File: config.mk
export PLATFORM = sky130hd
export DESIGN_NAME = c16_counter
export DESIGN_NICKNAME = d
export VERILOG_FILES = /design/src/verilog/c16_serial_target.v /design/src/verilog/c16_counter.v
export VERILOG_INCLUDE_DIRS = /design/src /design/src/pkg
export SDC_FILE = /design/constraint.sdc
export NUM_CORES = 1
export LEC_CHECK = 0
export BUFFER_PORTS_ARGS = -buffer_cell sky130_fd_sc_hd__clkbuf_2
export CAP_MARGIN = 15
export CORE_MARGIN = 2
export CORE_UTILIZATION = 45
export CTS_CLUSTER_DIAMETER = 60
export DETAILED_ROUTE_END_ITERATION = 8
export HOLD_SLACK_MARGIN = 0.08
export PLACE_DENSITY = 0.67
export RECOVER_POWER = 100
export SETUP_SLACK_MARGIN = 0.2
export SLEW_MARGIN = 40
export SYNTH_ARGS = -nofsm -noshare
export SYNTH_HDL_FRONTEND = slang
export SYNTH_HIERARCHICAL = 1
export SYNTH_SLANG_ARGS = --single-unit
File: constraint.sdc
create_clock -name core_clk -period 3.15 [get_ports core_clk]
set_input_delay 0.7875 -clock core_clk [delete_from_list [all_inputs] [get_ports core_clk]]
set_output_delay 0.7875 -clock core_clk [all_outputs]
set_load 0.02 [all_outputs]
File: src/pkg/c16_regs.vh
// register map and timing constants for the serial-reload 16-bit counter
`ifndef C16_REGS_VH
`define C16_REGS_VH

// ====================================================================
// register byte addresses, counter block zero
`define C16_ADDR_RELOAD_LO 8'hC5
`define C16_ADDR_RELOAD_HI 8'hC6
`define C16_ADDR_LIVE_LO 8'hEB
`define C16_ADDR_LIVE_HI 8'hEC

// ====================================================================
// reset values and counter end/step constants
`define C16_RELOAD_RST 16'h0000
`define C16_COUNT_RST 16'h0000
`define C16_ZERO 16'h0000
`define C16_ONE 16'h0001
`define C16_ALL_ONES 16'hFFFF

// ====================================================================
// hold window: 2 * 9 serial clock periods
`define C16_HOLD_BITS 18
`define C16_ARM_EDGES 2'h2

`endif

File: src/verilog/c16_serial_target.v
// serial register target: byte-oriented target with word address and auto increment
`timescale 1ns/1ps
`default_nettype none
`include "c16_regs.vh"

module c16_serial_target #(
    parameter [6:0] TARGET_ADDR = 7'h08
) (
    // clock and reset
    input wire core_clk,
    input wire reset,
    // serial pins, sampled synchronously
    input wire scl_in,
    input wire sda_in,
    output wire sda_out,
    output wire sda_oe,
    // register side
    output reg [7:0] word_addr_r,
    output reg addr_strobe_r,
    output reg [7:0] wr_data_r,
    output reg wr_strobe_r,
    output reg rd_strobe_r,
    input wire [7:0] rd_data,
    output reg rd_phase_r,
    output reg scl_rise_r
);

    // ================================================================
    // edge and condition detection
    localparam S_IDLE = 5'b00001;
    localparam S_DEV = 5'b00010;
    localparam S_WADDR = 5'b00100;
    localparam S_WDATA = 5'b01000;
    localparam S_RDATA = 5'b10000;

    reg scl_d_r;
    reg sda_d_r;
    reg [4:0] state_r;
    reg [3:0] bit_cnt_r;
    reg [7:0] shift_r;
    reg ack_r;
    reg drive_r;
    reg first_r;

    wire scl_rise = scl_in & ~scl_d_r;
    wire scl_fall = ~scl_in & scl_d_r;
    wire start_c = scl_in & scl_d_r & sda_d_r & ~sda_in;
    wire stop_c = scl_in & scl_d_r & ~sda_d_r & sda_in;

    // open-drain: only ever pull low
    assign sda_out = 1'b0;
    assign sda_oe = drive_r;

    always @(posedge core_clk) begin
        if (reset) begin
            scl_d_r <= 1'b1;
            sda_d_r <= 1'b1;
            state_r <= S_IDLE;
            bit_cnt_r <= 4'h0;
            shift_r <= 8'h00;
            ack_r <= 1'b0;
            drive_r <= 1'b0;
            first_r <= 1'b0;
            word_addr_r <= 8'h00;
            addr_strobe_r <= 1'b0;
            wr_data_r <= 8'h00;
            wr_strobe_r <= 1'b0;
            rd_strobe_r <= 1'b0;
            rd_phase_r <= 1'b0;
            scl_rise_r <= 1'b0;
        end else begin
            scl_d_r <= scl_in;
            sda_d_r <= sda_in;
            addr_strobe_r <= 1'b0;
            wr_strobe_r <= 1'b0;
            rd_strobe_r <= 1'b0;
            scl_rise_r <= scl_rise;
            if (start_c) begin
                state_r <= S_DEV;
                bit_cnt_r <= 4'h0;
                ack_r <= 1'b0;
                drive_r <= 1'b0;
                rd_phase_r <= 1'b0;
            end else if (stop_c) begin
                state_r <= S_IDLE;
                drive_r <= 1'b0;
                rd_phase_r <= 1'b0;
            end else if (state_r != S_IDLE) begin
                if (scl_rise && !ack_r) begin
                    shift_r <= {shift_r[6:0], sda_in};
                    bit_cnt_r <= bit_cnt_r + 4'h1;
                end
                if (scl_fall) begin
                    if (ack_r) begin
                        // acknowledge slot over: release, then move on
                        ack_r <= 1'b0;
                        drive_r <= 1'b0;
                        bit_cnt_r <= 4'h0;
                        if (state_r == S_RDATA) begin
                            drive_r <= ~rd_data[7];
                            shift_r <= rd_data;
                        end
                    end else if (bit_cnt_r == 4'h8) begin
                        case (state_r)
                            S_DEV: begin
                                if (shift_r[7:1] == TARGET_ADDR) begin
                                    ack_r <= 1'b1;
                                    drive_r <= 1'b1;
                                    if (shift_r[0]) begin
                                        state_r <= S_RDATA;
                                        rd_phase_r <= 1'b1;
                                        rd_strobe_r <= 1'b1;
                                        ack_r <= 1'b1;
                                    end else begin
                                        state_r <= S_WADDR;
                                    end
                                end else begin
                                    state_r <= S_IDLE;
                                end
                            end
                            S_WADDR: begin
                                word_addr_r <= shift_r;
                                addr_strobe_r <= 1'b1;
                                ack_r <= 1'b1;
                                drive_r <= 1'b1;
                                state_r <= S_WDATA;
                                first_r <= 1'b1;
                            end
                            S_WDATA: begin
                                wr_data_r <= shift_r;
                                wr_strobe_r <= 1'b1;
                                ack_r <= 1'b1;
                                drive_r <= 1'b1;
                            end
                            S_RDATA: begin
                                // host acknowledge is sampled on the next rise
                                drive_r <= 1'b0;
                                bit_cnt_r <= 4'h9;
                            end
                            default: state_r <= S_IDLE;
                        endcase
                    end else if (state_r == S_RDATA && bit_cnt_r < 4'h8) begin
                        // the rise has already moved the next bit to the top
                        drive_r <= ~shift_r[7];
                    end else if (state_r == S_RDATA && bit_cnt_r == 4'hA) begin
                        // host ack low means another byte
                        if (!shift_r[0]) begin
                            rd_strobe_r <= 1'b1;
                            ack_r <= 1'b1;
                        end else begin
                            state_r <= S_IDLE;
                            rd_phase_r <= 1'b0;
                        end
                    end
                end
                if (wr_strobe_r || (rd_strobe_r && !first_r))
                    word_addr_r <= word_addr_r + 8'h01;
                if (rd_strobe_r)
                    first_r <= 1'b0;
            end
        end
    end

endmodule
`default_nettype wire

File: src/verilog/c16_counter.v
// 16-bit counter with serial-reachable reload and live-count registers
`timescale 1ns/1ps
`default_nettype none
`include "c16_regs.vh"

module c16_counter #(
    parameter WIDTH = 16,
    parameter HOLD_BITS = `C16_HOLD_BITS,
    parameter [6:0] TARGET_ADDR = 7'h08
) (
    // clock and reset
    input wire core_clk,
    input wire reset,
    // counter control, synchronous to core_clk
    input wire cnt_clk_in,
    input wire cnt_set,
    input wire cnt_reset,
    input wire count_up,
    input wire hold_enable,
    // serial target pins
    input wire scl_in,
    input wire sda_in,
    output wire sda_out,
    output wire sda_oe,
    // outputs
    output reg cnt_out_r,
    output reg [WIDTH-1:0] live_count_r,
    output reg hold_active_r
);

    // ================================================================
    // serial target
    wire [7:0] word_addr;
    wire addr_strobe;
    wire [7:0] wr_data;
    wire wr_strobe;
    wire rd_strobe;
    wire rd_phase;
    wire scl_rise;
    reg [7:0] rd_data_r;

    c16_serial_target #(
        .TARGET_ADDR(TARGET_ADDR)
    ) u_target (
        .core_clk(core_clk),
        .reset(reset),
        .scl_in(scl_in),
        .sda_in(sda_in),
        .sda_out(sda_out),
        .sda_oe(sda_oe),
        .word_addr_r(word_addr),
        .addr_strobe_r(addr_strobe),
        .wr_data_r(wr_data),
        .wr_strobe_r(wr_strobe),
        .rd_strobe_r(rd_strobe),
        .rd_data(rd_data_r),
        .rd_phase_r(rd_phase),
        .scl_rise_r(scl_rise)
    );

    // ================================================================
    // address decode
    function is_reload_addr;
        input [7:0] a;
        begin
            is_reload_addr = (a == `C16_ADDR_RELOAD_LO) || (a == `C16_ADDR_RELOAD_HI);
        end
    endfunction

    // ================================================================
    // reload register, byte-wise
    reg [WIDTH-1:0] reload_r;

    always @(posedge core_clk) begin
        if (reset) begin
            reload_r <= `C16_RELOAD_RST;
        end else if (wr_strobe) begin
            // each byte lands on its own strobe, so low-then-high
            // writes leave a mixed value in between
            if (word_addr == `C16_ADDR_RELOAD_LO)
                reload_r[7:0] <= wr_data;
            else if (word_addr == `C16_ADDR_RELOAD_HI)
                reload_r[WIDTH-1:8] <= wr_data[WIDTH-9:0];
        end
    end

    // read mux, captured at each read strobe
    always @(posedge core_clk) begin
        if (reset) begin
            rd_data_r <= 8'h00;
        end else if (rd_strobe) begin
            case (word_addr)
                `C16_ADDR_RELOAD_LO: rd_data_r <= reload_r[7:0];
                `C16_ADDR_RELOAD_HI: rd_data_r <= reload_r[WIDTH-1:8];
                `C16_ADDR_LIVE_LO: rd_data_r <= live_count_r[7:0];
                `C16_ADDR_LIVE_HI: rd_data_r <= live_count_r[WIDTH-1:8];
                default: rd_data_r <= 8'h00;
            endcase
        end
    end

    // ================================================================
    // clock hold window, counted in serial clock rises
    reg [4:0] hold_cnt_r;
    reg rd_reload_r;

    always @(posedge core_clk) begin
        if (reset) begin
            hold_cnt_r <= 5'h00;
            hold_active_r <= 1'b0;
            rd_reload_r <= 1'b0;
        end else begin
            // address match alone triggers, so reads and writes both hold
            if (addr_strobe && hold_enable && is_reload_addr(word_addr)) begin
                hold_active_r <= 1'b1;
                hold_cnt_r <= HOLD_BITS[4:0];
            end else if (hold_active_r && scl_rise) begin
                if (hold_cnt_r == 5'h01)
                    hold_active_r <= 1'b0;
                hold_cnt_r <= hold_cnt_r - 5'h01;
            end
            if (rd_strobe)
                rd_reload_r <= is_reload_addr(word_addr);
            if (!rd_phase)
                rd_reload_r <= 1'b0;
        end
    end

    // ================================================================
    // counter chain
    reg clk_d_r;
    reg [1:0] arm_cnt_r;
    reg armed_r;
    wire clk_rise = cnt_clk_in & ~clk_d_r;
    wire clk_fall = ~cnt_clk_in & clk_d_r;
    // hold gates only when enabled; otherwise clock passes untouched
    wire clk_tick = clk_rise & ~(hold_enable & hold_active_r);
    wire at_end = count_up ? (live_count_r == `C16_ALL_ONES) : (live_count_r == `C16_ZERO);

    always @(posedge core_clk) begin
        if (reset) begin
            clk_d_r <= 1'b0;
            live_count_r <= `C16_COUNT_RST;
            cnt_out_r <= 1'b0;
            armed_r <= 1'b0;
            arm_cnt_r <= 2'h0;
        end else begin
            clk_d_r <= cnt_clk_in;
            cnt_out_r <= 1'b0;
            if (cnt_reset) begin
                live_count_r <= `C16_COUNT_RST;
                armed_r <= 1'b0;
                arm_cnt_r <= 2'h0;
            end else if (cnt_set) begin
                live_count_r <= reload_r;
                armed_r <= 1'b0;
                arm_cnt_r <= 2'h0;
            end else begin
                // known quirk kept on purpose: a falling edge while
                // reload bytes are returned arms an unexpected load
                if (clk_fall && rd_reload_r && !armed_r) begin
                    armed_r <= 1'b1;
                    arm_cnt_r <= 2'h0;
                end
                if (clk_tick) begin
                    if (armed_r && arm_cnt_r + 2'h1 == `C16_ARM_EDGES) begin
                        live_count_r <= reload_r;
                        armed_r <= 1'b0;
                        arm_cnt_r <= 2'h0;
                    end else begin
                        if (armed_r)
                            arm_cnt_r <= arm_cnt_r + 2'h1;
                        if (at_end) begin
                            // reload uses the register as it stands now
                            live_count_r <= reload_r;
                            cnt_out_r <= 1'b1;
                        end else if (count_up) begin
                            live_count_r <= live_count_r + `C16_ONE;
                        end else begin
                            live_count_r <= live_count_r - `C16_ONE;
                        end
                    end
                end
            end
        end
    end

endmodule
`default_nettype wire

Word-level counts from Yosys, hierarchy flattened
Index checks and enable logic that the tools add are counted.
{"block": "op_classes", "muxes": 77, "bitwise": 29, "n_reduce_logical": 56, "eq_ne": 26, "n_addsub": 6, "order_cmp": 1}
{"op": "$mux W16", "n": 5}
{"op": "$mux W8", "n": 9}
{"op": "$mux W5", "n": 8}
{"op": "$mux W1", "n": 37}
{"op": "$reduce_and A7 Y1", "n": 5}
{"op": "$eq A8 B8 Y1 const B", "n": 4}
{"op": "$pmux W8 S4", "n": 1}
{"op": "$reduce_bool A2 Y1", "n": 11}
{"op": "$mux W4", "n": 5}
{"op": "$mux W2", "n": 9}
{"op": "$not A1 Y1", "n": 18}
{"op": "$add A16 B1 Y16 const B", "n": 1}
{"op": "$eq A16 B16 Y1 const B", "n": 1}
{"op": "$logic_not A16 Y1", "n": 1}
{"op": "$sub A16 B1 Y16 const B", "n": 1}
{"op": "$pmux W5 S3", "n": 1}
{"op": "$reduce_or A2 Y1", "n": 6}
{"op": "$and A1 B1 Y1", "n": 11}
{"op": "$logic_and A1 B1 Y1", "n": 10}
{"op": "$reduce_and A3 Y1", "n": 3}
{"op": "$reduce_bool A3 Y1", "n": 3}
{"op": "$add A8 B1 Y8 const B", "n": 1}
{"op": "$eq A4 B4 Y1 const B", "n": 2}
{"op": "$ne A2 B2 Y1 const B", "n": 4}
{"op": "30 further kinds", "n": 38}
{"block": "word_totals", "ff_bits": 95, "out_inout_bits": 20}

Longest topological paths before layout
Gate-level depths: netlist (run 1).
{"block": "depth", "depth_word": 10, "mapped_depth": 9}

Modules after synthesis
Netlist (run 1), hierarchy kept.
{"mod": "c16_counter", "seq_area_each_um2": 1041.0, "cells_per_inst": 380, "area_each_um2": 3164.3, "n_inst": 1}
{"mod": "c16_serial_target", "seq_area_each_um2": 860.8, "cells_per_inst": 273, "area_each_um2": 2352.3, "n_inst": 1}

Least setup slack after synthesis (run 1)
OpenSTA, ideal clock, no wires.
{"block": "synth_path", "path_kind": "input-to-reg", "start": "in count_up", "end": "reg live_count_r[13]", "n_path_buf": 0, "arrival_ns": 2.665, "stages": 9, "setup_slack_ns": 0.363, "required_time_ns": 3.028, "cell_sequence": "inv_1 > ha_1 > a21o_1 > a21oi_1 > o21ai_1 > a2111o_1 > a21o_1 > a31oi_1 > a21oi_1"}
{"block": "synth_between", "elab_chain_len": 5, "elab_cells_between_ends": 6, "classes_between": "mux: 6"}
{"element": "start: declaration", "line": "c16_counter.v:18", "text": "input wire count_up,"}
{"element": "$mux W16 or $mux W1 (tied branches)", "line": "c16_counter.v:177, c16_counter.v:138"}
{"element": "$mux W16 *", "line": "c16_counter.v:173", "text": "if (at_end) begin"}
{"element": "$mux W16 *", "line": "c16_counter.v:166", "text": "if (armed_r && arm_cnt_r + 2'h1 == `C16_ARM_EDGES) begin"}
{"element": "$mux W16 *", "line": "c16_counter.v:165", "text": "if (clk_tick) begin"}
{"element": "$mux W16 *", "line": "c16_counter.v:154", "text": "end else if (cnt_set) begin"}
{"element": "end signal: assignment", "line": "c16_counter.v:155", "text": "live_count_r <= reload_r;"}
{"element": "end signal: assignment", "line": "c16_counter.v:167", "text": "live_count_r <= reload_r;"}
{"element": "end signal: assignment", "line": "c16_counter.v:175", "text": "live_count_r <= reload_r;"}
{"element": "end: declaration", "line": "c16_counter.v:27", "text": "output reg [WIDTH-1:0] live_count_r,"}
Mark *: on every way between the ends. The rest lies on a longest branch, timed or not. The select of a mux whose other input is x is not followed.
A chain may end at the register's enable or synchronous reset.

==> impl_metrics.env, run 1 <==
export IMPL_drt_iter0_drc=416
export IMPL_multi_input_comb_area_sq_um=3340
export IMPL_p_int_mw=2.10
export IMPL_placed_cells=807
export IMPL_synth_nets=684
export IMPL_area_growth_pct=8.80
export IMPL_yosys_area_top_type="dfxtp_1"
export IMPL_synth_top_area_frac=0.345
export IMPL_place_area_sq_um=5750
export IMPL_tightest_slew_ns=1.26
export IMPL_fmax_mhz=350
export IMPL_critical_path_max_stage_delay_ns=0.90
export IMPL_overflow=0
export IMPL_drive_gt1_frac=0.0770
export IMPL_cts_buffers=9
export IMPL_synth_commonest_cells="dfxtp_1, nor2_1, nand2_1"
export IMPL_start_util=0.459
export IMPL_rsz0062_at_grt="false"
export IMPL_cts_buffer_depth=2
export IMPL_insertion_delay_ns=0.34
export IMPL_crit_slowest_cell="clkbuf_1"
export IMPL_synth_most_common_cell="dfxtp_1"
export IMPL_die_area_sq_um=13200
export IMPL_synth_top_family_by_area="simple AND/OR/NAND/NOR gates"
export IMPL_ff2ff_setup_slack_ns=0.34
export IMPL_clock_skew_ns=0.00497
export IMPL_cts_root_buf="clkbuf_16"
export IMPL_regArea_sq_um=1900
export IMPL_dr_pass1_iters=7
export IMPL_pwr_share_comb=0.108
export IMPL_post_cts_buffers=0
export IMPL_period_needed_ns=2.86
export IMPL_die_h_um=115
export IMPL_synth_edf_count=0
export IMPL_grt_pass1_vias=4774
export IMPL_grt_pass1_wl_mm=24.1
export IMPL_reg2regPathDepth=5
export IMPL_dpl_worst_slack_ns=0.0453
export IMPL_synthSimpleGateAreaFrac=0.242
export IMPL_dominantRegCellSynth="dfxtp_1"
export IMPL_yosys_mux_area_fraction=0.0640
export IMPL_wl_per_cell_um=18.0
export IMPL_syn_area_per_cell_sq_um=8.45
export IMPL_gp_congestion=0.883
export IMPL_clock_sinks=95
export IMPL_maxSlewHeadroom=0.154
export IMPL_syn_area_sq_um=5520
export IMPL_hold_slack_ns=0.487
export IMPL_rr_startpoint="u_target/state_r[4]"
export IMPL_synth_cells=653
export IMPL_crit_top_cell="clkbuf_1"
export IMPL_core_area_sq_um=12000
export IMPL_run_status="complete, no violations"
export IMPL_yosys_top_cells_area="dfxtp_1, mux2i_1, a21oi_1, nor2_1, ha_1"
export IMPL_clkPwrFrac=0.443
export IMPL_regToRegEndpoint="u_target/wr_data_r[4]"
export IMPL_finalHoldViolations=0
export IMPL_min_from="rd_data_r[0]"
export IMPL_rows=40
export IMPL_endpoint_kind="register"
export IMPL_arrival_ns=3.04
export IMPL_start_kind="input port"
export IMPL_leakagePower_nw=2.24
export IMPL_port_buffers=27
export IMPL_holdCritPathClass="reg2reg"
export IMPL_io_pins=29
export IMPL_crit_type="in2reg"
export IMPL_synth_xor_area_frac=0.0333
export IMPL_drc=0
export IMPL_slew_viol_final=0
export IMPL_vdd_ir_drop_max_uv=290
export IMPL_worst_ep_required_time_ns=3.34
export IMPL_setup_tns_ns=0
export IMPL_whs_endpoint="rd_data_r[0]"
export IMPL_finalNonFillerCells=822
export IMPL_die_width_um=115
export IMPL_fill_cells=1188
export IMPL_cts_tree="done"
export IMPL_nets=702
export IMPL_switching_share=0.248
export IMPL_setup_ws_ns=0.294
export IMPL_fin_area_sq_um=6000
export IMPL_synthAdderAreaFrac=0.0513
export IMPL_grt_max_degree=30
export IMPL_via_per_inst=6.17
export IMPL_ys_warn_count=6
export IMPL_post_dp_hpwl_mm=10.8
export IMPL_htreeDepth=3
export IMPL_p_sw_mw=0.694
export IMPL_power_frac_seq=0.449
export IMPL_path_cells="clkbuf_1 > clkbuf_1 > clkbuf_2 > nand2b_1 > o32ai_1"
export IMPL_drt_total_wl_mm=14.8
export IMPL_setup_viol=0
export IMPL_path_clk_slew_ns=0.07
export IMPL_power_density_nw_per_um2=466
export IMPL_grt_use_total=0.229
export IMPL_post_route_period_util=0.907
export IMPL_antenna_found_initial=1
export IMPL_synthDistinctLibCells=71
export IMPL_hold_depth=1
export IMPL_detail_route_antenna_nets=0
export IMPL_async_reset_ff_frac=0
export IMPL_num_vias=5069
export IMPL_synth_seq_cells=95
export IMPL_crit_fanout=25
export IMPL_synth_seq_area_share=0.345
export IMPL_antenna_cells=0
export IMPL_drv_cap=0
export IMPL_synth_compound_area_frac=0.222
-- per-stage QoR --
step           utilization  total power, mW
2_1_floorplan            -             1.50
3_3_place_gp         0.479             1.58
3_5_place_dp         0.479             1.59
4_1_cts              0.507             2.82
5_1_grt              0.500             2.90
6_report             0.500             2.80
-- critical path: cells and delay by family --
| family | cells | cell delay (ns) |
|---|---|---|
| buffers and inverters | 3 | 2.00 |
| and+or+nand+nor | 1 | 0.18 |
| AOI/OAI and AO/OA | 1 | 0.07 |
-- registers in the layout (all words and copies together), names as in the netlist, 2 cells and up --
signal,flops
u_target/bit_cnt_r,4
u_target/state_r,5
reload_r,16
hold_cnt_r,5
rd_data_r,8
u_target/word_addr_r,8
u_target/wr_data_r,8
live_count_r,16
arm_cnt_r,2
u_target/shift_r,8
-- layer usage --
layer,up-vias,part of all wire,GRT usage
li1,2452,-,-
met1,2434,0.46,0.320
met2,174,0.47,0.360
met3,9,0.061,0.0476
met4,0,0.0079,0.0594
met5,-,0,0
-- layout make-up --
class,count,area share
well taps,147,0.0306
inverters,20,0.0131
multi-input cells,509,0.556
flip-flops and latches,95,0.317
repair buffers,36,0.0279
clock inverters,6,0.0181
clock buffers,9,0.0375
-- cells in the final DEF (no fill, tap or decap), types with 9 or more instances in the layout --
master     Yosys  routed
clkbuf_16      0       9
nand4_1       10      10
nand2_1       55      55
a211oi_1      18      18
o21ai_0       30      30
clkbuf_1      16      22
nor2_1        71      71
nand3b_1       8       9
a31oi_1       13      13
inv_1         20      19
dfxtp_1       95      95
a21o_1        15      15
nor3_1        14      15
xnor2_1       15      15
ha_1          21      20
nor4_1         9       9
nand3_1       28      28
a21oi_1       54      53
mux2i_1       33      33
-- kinds of logic (layout without fill, tap and decap cells) --
| group | Yosys count | count (layout) |
|---|---|---|
| AOI/OAI and AO/OA | 181 | 181 |
| buffers and inverters | 49 | 71 |
| muxes | 35 | 35 |
| adders and majority gates | 22 | 22 |
| xor gates and xnor gates | 21 | 21 |
| other | 1 | 1 |
| and+or+nand+nor | 249 | 249 |
| DFF | 95 | 95 |
-- power by group through the flow --
| stage | clock network, mW | logic [mW] | registers, mW |
|---|---|---|---|
| floorplan | 0 | 0.222 | 1.28 |
| global placement | 0 | 0.301 | 1.28 |
| detailed placement | 0 | 0.306 | 1.28 |
| CTS | 1.26 | 0.307 | 1.25 |
| global route | 1.31 | 0.336 | 1.26 |
| finish | 1.24 | 0.302 | 1.25 |
-- how the worst max path moves through the flow --
stage | from | cells past startpoint | slack [ns] | endpoint
6_report | reset | 5 | 0.29 | u_target/word_addr_r[5]
5_1_grt | u_target/state_r[3] | 5 | 0.13 | u_target/word_addr_r[3]
4_1_cts | count_up | 11 | 0.41 | live_count_r[13]
3_5_place_dp | count_up | 10 | 0.05 | live_count_r[13]
3_3_place_gp | count_up | 10 | 0.17 | live_count_r[13]
2_1_floorplan | count_up | 9 | 0.36 | live_count_r[13]
-- what timing repair did --
item                       CTS  global route
hold buffers                 0             0
hold endpoints to repair     0             0
resized for setup            0             3
setup endpoints to repair    0             1
(Power assumes the default switching activity.)
==> run 2: changes to the inputs <==
RECOVER_POWER = unset   (was 100)
==> run 2 against run 1 <==
  * Maximum frequency rose by 2.6%
  * Clock skew barely moved
  * Largest power group unchanged
  * Largest cell class unchanged
  * Sequential cell count did not move
  * Worst setup slack improved by 0.072 ns
==> impl_metrics.env, run 2 (synthesis results as in run 1) <==
export IMPL_run_status="complete, no violations"
export IMPL_via_per_inst=6.15
export IMPL_finalHoldViolations=0
export IMPL_cts_tree="done"
export IMPL_arrival_ns=2.99
export IMPL_crit_type="in2reg"
export IMPL_fmax_mhz=359
export IMPL_die_width_um=115
export IMPL_tightest_slew_ns=0.765
export IMPL_drv_cap=0
export IMPL_die_h_um=115
export IMPL_clock_skew_ns=0.00471
export IMPL_nets=702
export IMPL_holdCritPathClass="reg2reg"
export IMPL_power_density_nw_per_um2=460
export IMPL_rows=40
export IMPL_vdd_ir_drop_max_uv=287
export IMPL_post_dp_hpwl_mm=10.8
export IMPL_endpoint_kind="register"
export IMPL_maxSlewHeadroom=0.486
export IMPL_period_needed_ns=2.78
export IMPL_multi_input_comb_area_sq_um=3390
export IMPL_num_vias=5058
export IMPL_dr_pass1_iters=6
export IMPL_cts_root_buf="clkbuf_16"
export IMPL_place_area_sq_um=5750
export IMPL_cts_buffer_depth=2
export IMPL_setup_tns_ns=0
export IMPL_grt_use_total=0.229
export IMPL_ff2ff_setup_slack_ns=0.68
export IMPL_insertion_delay_ns=0.35
export IMPL_final_common_cell="dfxtp_1"
export IMPL_io_pins=29
export IMPL_final_cell_mix="dfxtp_1, nor2_1, nand2_1, a21oi_1, mux2i_1"
export IMPL_port_buffers=27
export IMPL_rsz0062_at_grt="false"
export IMPL_htreeDepth=3
export IMPL_gp_congestion=0.883
export IMPL_fill_cells=1168
export IMPL_grt_max_degree=30
export IMPL_start_util=0.459
export IMPL_die_area_sq_um=13200
export IMPL_wl_per_cell_um=17.9
export IMPL_slew_viol_final=0
export IMPL_grt_pass1_vias=4774
export IMPL_clock_sinks=95
export IMPL_leakagePower_nw=2.36
export IMPL_reg_top3="live_count_r: 16 flops, reload_r: 16 flops"
export IMPL_crit_fanout=9
export IMPL_overflow=0
export IMPL_drt_iter0_drc=430
export IMPL_fin_area_sq_um=6090
export IMPL_worst_ep_required_time_ns=3.36
export IMPL_drc=0
export IMPL_start_kind="input port"
export IMPL_antenna_found_initial=1
export IMPL_path_clk_slew_ns=0.06
export IMPL_area_growth_pct=10.4
export IMPL_drive_gt1_frac=0.119
export IMPL_antenna_cells=0
export IMPL_setup_viol=0
export IMPL_post_route_period_util=0.884
export IMPL_detail_route_antenna_nets=0
export IMPL_core_area_sq_um=12000
export IMPL_grt_pass1_wl_mm=24.1
export IMPL_regArea_sq_um=1900
export IMPL_drt_total_wl_mm=14.7
export IMPL_cts_buffers=9
run 2: path summary, 6_finish.rpt:
kind                   start          endpoint  cells past startpoint
min             rd_data_r[0]      rd_data_r[0]                      1
max                 count_up  live_count_r[13]                     10
min reg2reg     rd_data_r[0]      rd_data_r[0]                      1
max reg2reg  live_count_r[3]  live_count_r[13]                      8
run 2: worst max-delay path: stages:
cell        delay [ns]
clkbuf_2          0.12
clkinvlp_4        0.19
buf_4             0.22
ha_1              0.34
and3_1            0.22
and3_1            0.21
a2111o_1          0.42
a21o_1            0.18
a31oi_1           0.20
a21oi_1           0.10
run 2: layer usage:
metal	GRT usage	vias to the layer above	share of wire
li1	-	2450	-
met1	0.320	2435	0.46
met2	0.360	157	0.47
met3	0.0476	16	0.058
met4	0.0594	0	0.010
met5	0	-	0
run 2: report_power, final:
part	switching [mW]	internal [mW]
clock network	0.467	0.771
registers	0.0358	1.22
logic	0.193	0.118
total	0.696	2.11
run 2: final cells by class:
type                       count  share of cell area
tap                          147              0.0302
timing repair buffer          36              0.0333
clock buffer                   9              0.0370
sequential                    95               0.312
clock inverter                 6              0.0179
inverter                      20              0.0129
multi-input combinational    509               0.557
run 2: timing repair:
item                       CTS  global route
setup endpoints to repair    0             1
resized for setup            0             3
buffers inserted             0             0
hold buffers                 0             0
run 2: through the flow:
| stage | std cells | util | power (mW) | setup WS, ns | hold WS, ns |
|---|---|---|---|---|---|
| floorplan | 653 | - | 1.50 | 0.363 | 0.415 |
| global placement | 807 | 0.479 | 1.58 | 0.172 | 0.473 |
| detailed placement | 807 | 0.479 | 1.59 | 0.0453 | 0.474 |
| CTS | 822 | 0.507 | 2.82 | 0.410 | 0.486 |
| global route | 822 | 0.507 | 2.91 | 0.221 | 0.501 |
| finish | 822 | 0.507 | 2.80 | 0.366 | 0.487 |
==> run 3: changes to the inputs <==
clock period = 3.6 ns   (was 3.15 ns; I/O delays follow)
==> run 3 against run 2 <==
  * Worst hold slack worse by 0.0075 ns
  * Critical path type unchanged
  * Final cell count down 0.49%
  * Total power down 16%
  * Critical endpoint unchanged
  * Sequential share of layout area up 0.35 points
  * Worst setup slack better by 0.26 ns
  * Wire length down 1.4%
  * Sequential cell count unchanged
  * Global-route usage down 0.30 points
  * Largest cell class unchanged
  * Die area unchanged
==> impl_metrics.env, run 3 (synthesis results as in run 1) <==
export IMPL_run_status="complete, no violations"
export IMPL_rows=40
export IMPL_multi_input_comb_area_sq_um=3390
export IMPL_final_common_cell="dfxtp_1"
export IMPL_area_growth_pct=9.21
export IMPL_grt_use_total=0.226
export IMPL_arrival_ns=3.18
export IMPL_place_area_sq_um=5710
export IMPL_power_density_nw_per_um2=389
export IMPL_antenna_cells=0
export IMPL_path_cells="clkbuf_2 > inv_1 > ha_1 > a21o_1 > a21oi_1 > o21ai_1 > a2111o_1 > a21o_1 > a31oi_1 > a21oi_1"
export IMPL_core_area_sq_um=12000
export IMPL_rsz0062_at_grt="false"
export IMPL_gp_congestion=0.893
export IMPL_crit_type="in2reg"
export IMPL_holdCritPathClass="reg2reg"
export IMPL_fmax_mhz=336
export IMPL_nets=697
export IMPL_cts_buffer_depth=2
export IMPL_post_dp_hpwl_mm=10.6
export IMPL_path_clk_slew_ns=0.07
export IMPL_vdd_ir_drop_max_uv=173
export IMPL_drc=0
export IMPL_path_delay_family="compound AO/OA/AOI/OAI gates"
export IMPL_die_h_um=115
export IMPL_drt_iter0_drc=354
export IMPL_antenna_found_initial=0
export IMPL_finalHoldViolations=0
export IMPL_start_util=0.459
export IMPL_cts_buffers=9
export IMPL_drv_cap=0
export IMPL_insertion_delay_ns=0.34
export IMPL_dr_pass1_iters=8
export IMPL_overflow=0
export IMPL_drt_total_wl_mm=14.5
export IMPL_worst_ep_required_time_ns=3.80
export IMPL_fill_cells=1171
export IMPL_num_vias=5023
export IMPL_ctsResizeCount=0
export IMPL_slew_viol_final=0
export IMPL_cts_root_buf="clkbuf_16"
export IMPL_crit_slowest_cell="ha_1"
export IMPL_wl_per_cell_um=17.7
export IMPL_die_area_sq_um=13200
export IMPL_final_cell_mix="dfxtp_1, nor2_1, nand2_1, a21oi_1, mux2i_1"
export IMPL_via_per_inst=6.14
export IMPL_grt_pass1_wl_mm=23.6
export IMPL_clock_sinks=95
export IMPL_htreeDepth=3
export IMPL_port_buffers=27
export IMPL_fin_area_sq_um=6020
export IMPL_post_route_period_util=0.826
export IMPL_cts_tree="done"
export IMPL_post_cts_buffers=0
export IMPL_period_needed_ns=2.97
export IMPL_grt_pass1_vias=4634
export IMPL_grt_max_degree=31
export IMPL_detail_route_antenna_nets=0
export IMPL_crit_fanout=9
export IMPL_regArea_sq_um=1900
export IMPL_setup_tns_ns=0
export IMPL_maxSlewHeadroom=0.444
export IMPL_io_pins=29
export IMPL_clock_skew_ns=0.00520
export IMPL_start_kind="input port"
export IMPL_setup_viol=0
export IMPL_endpoint_kind="register"
export IMPL_tightest_slew_ns=0.828
export IMPL_die_width_um=115
export IMPL_drive_gt1_frac=0.112
export IMPL_leakagePower_nw=2.32
export IMPL_path_buf_inv=2
export IMPL_reg_top3="live_count_r: 16 flops, reload_r: 16 flops"
export IMPL_ctsHoldBuffers=0
export IMPL_critical_path_max_stage_delay_ns=0.44
[run 3: per-layer routing]
metal / global-route usage / vias up / wire [um]
met5: 0 / - / 0
met4: 0.0723 / 0 / 149
met3: 0.0408 / 14 / 948
met2: 0.343 / 143 / 6540
met1: 0.325 / 2410 / 6840
li1: - / 2456 / -
[run 3: report_power, final]
| part | switching [mW] | internal [mW] |
|---|---|---|
| clock network | 0.416 | 0.560 |
| registers | 0.0309 | 1.07 |
| logic | 0.169 | 0.101 |
| total | 0.615 | 1.73 |
[run 3: cell type report]
| type | count | share of cell area |
|---|---|---|
| Tap cell | 147 | 0.0305 |
| Clock inverter | 6 | 0.0114 |
| Sequential cell | 95 | 0.316 |
| Multi-Input combinational cell | 509 | 0.563 |
| Inverter | 20 | 0.0125 |
| Timing Repair Buffer | 31 | 0.0274 |
| Clock buffer | 10 | 0.0397 |
[run 3: final timing paths]
| check | from | to | slack, ns | cells after the start |
|---|---|---|---|---|
| setup / recovery | count_up | live_count_r[13] | 0.63 | 10 |
| hold / removal | rd_data_r[4] | rd_data_r[4] | 0.48 | 1 |
| setup reg to reg | u_target/state_r[4] | u_target/wr_data_r[1] | 1.14 | 5 |
| hold reg to reg | rd_data_r[4] | rd_data_r[4] | 0.48 | 1 |
[run 3: through the flow]
stage | hold slack, ns | instances | power, mW | util | setup slack (ns)
5_1_grt | 0.503 | 818 | 2.44 | 0.502 | 0.492
6_report | 0.480 | 818 | 2.34 | 0.502 | 0.627
2_1_floorplan | 0.415 | 653 | 1.31 | - | 0.701
3_3_place_gp | 0.468 | 802 | 1.38 | 0.475 | 0.408
4_1_cts | 0.483 | 818 | 2.36 | 0.501 | 0.675
3_5_place_dp | 0.466 | 802 | 1.39 | 0.476 | 0.310
[run 3: worst register-to-register path, cell delays in order (launching register included)]
cell and delay (ns):
dfxtp_1 0.62, nor3_1 0.20, a211o_1 0.45, nor4_4 0.73, mux2i_1 0.28, nor2_1 0.05
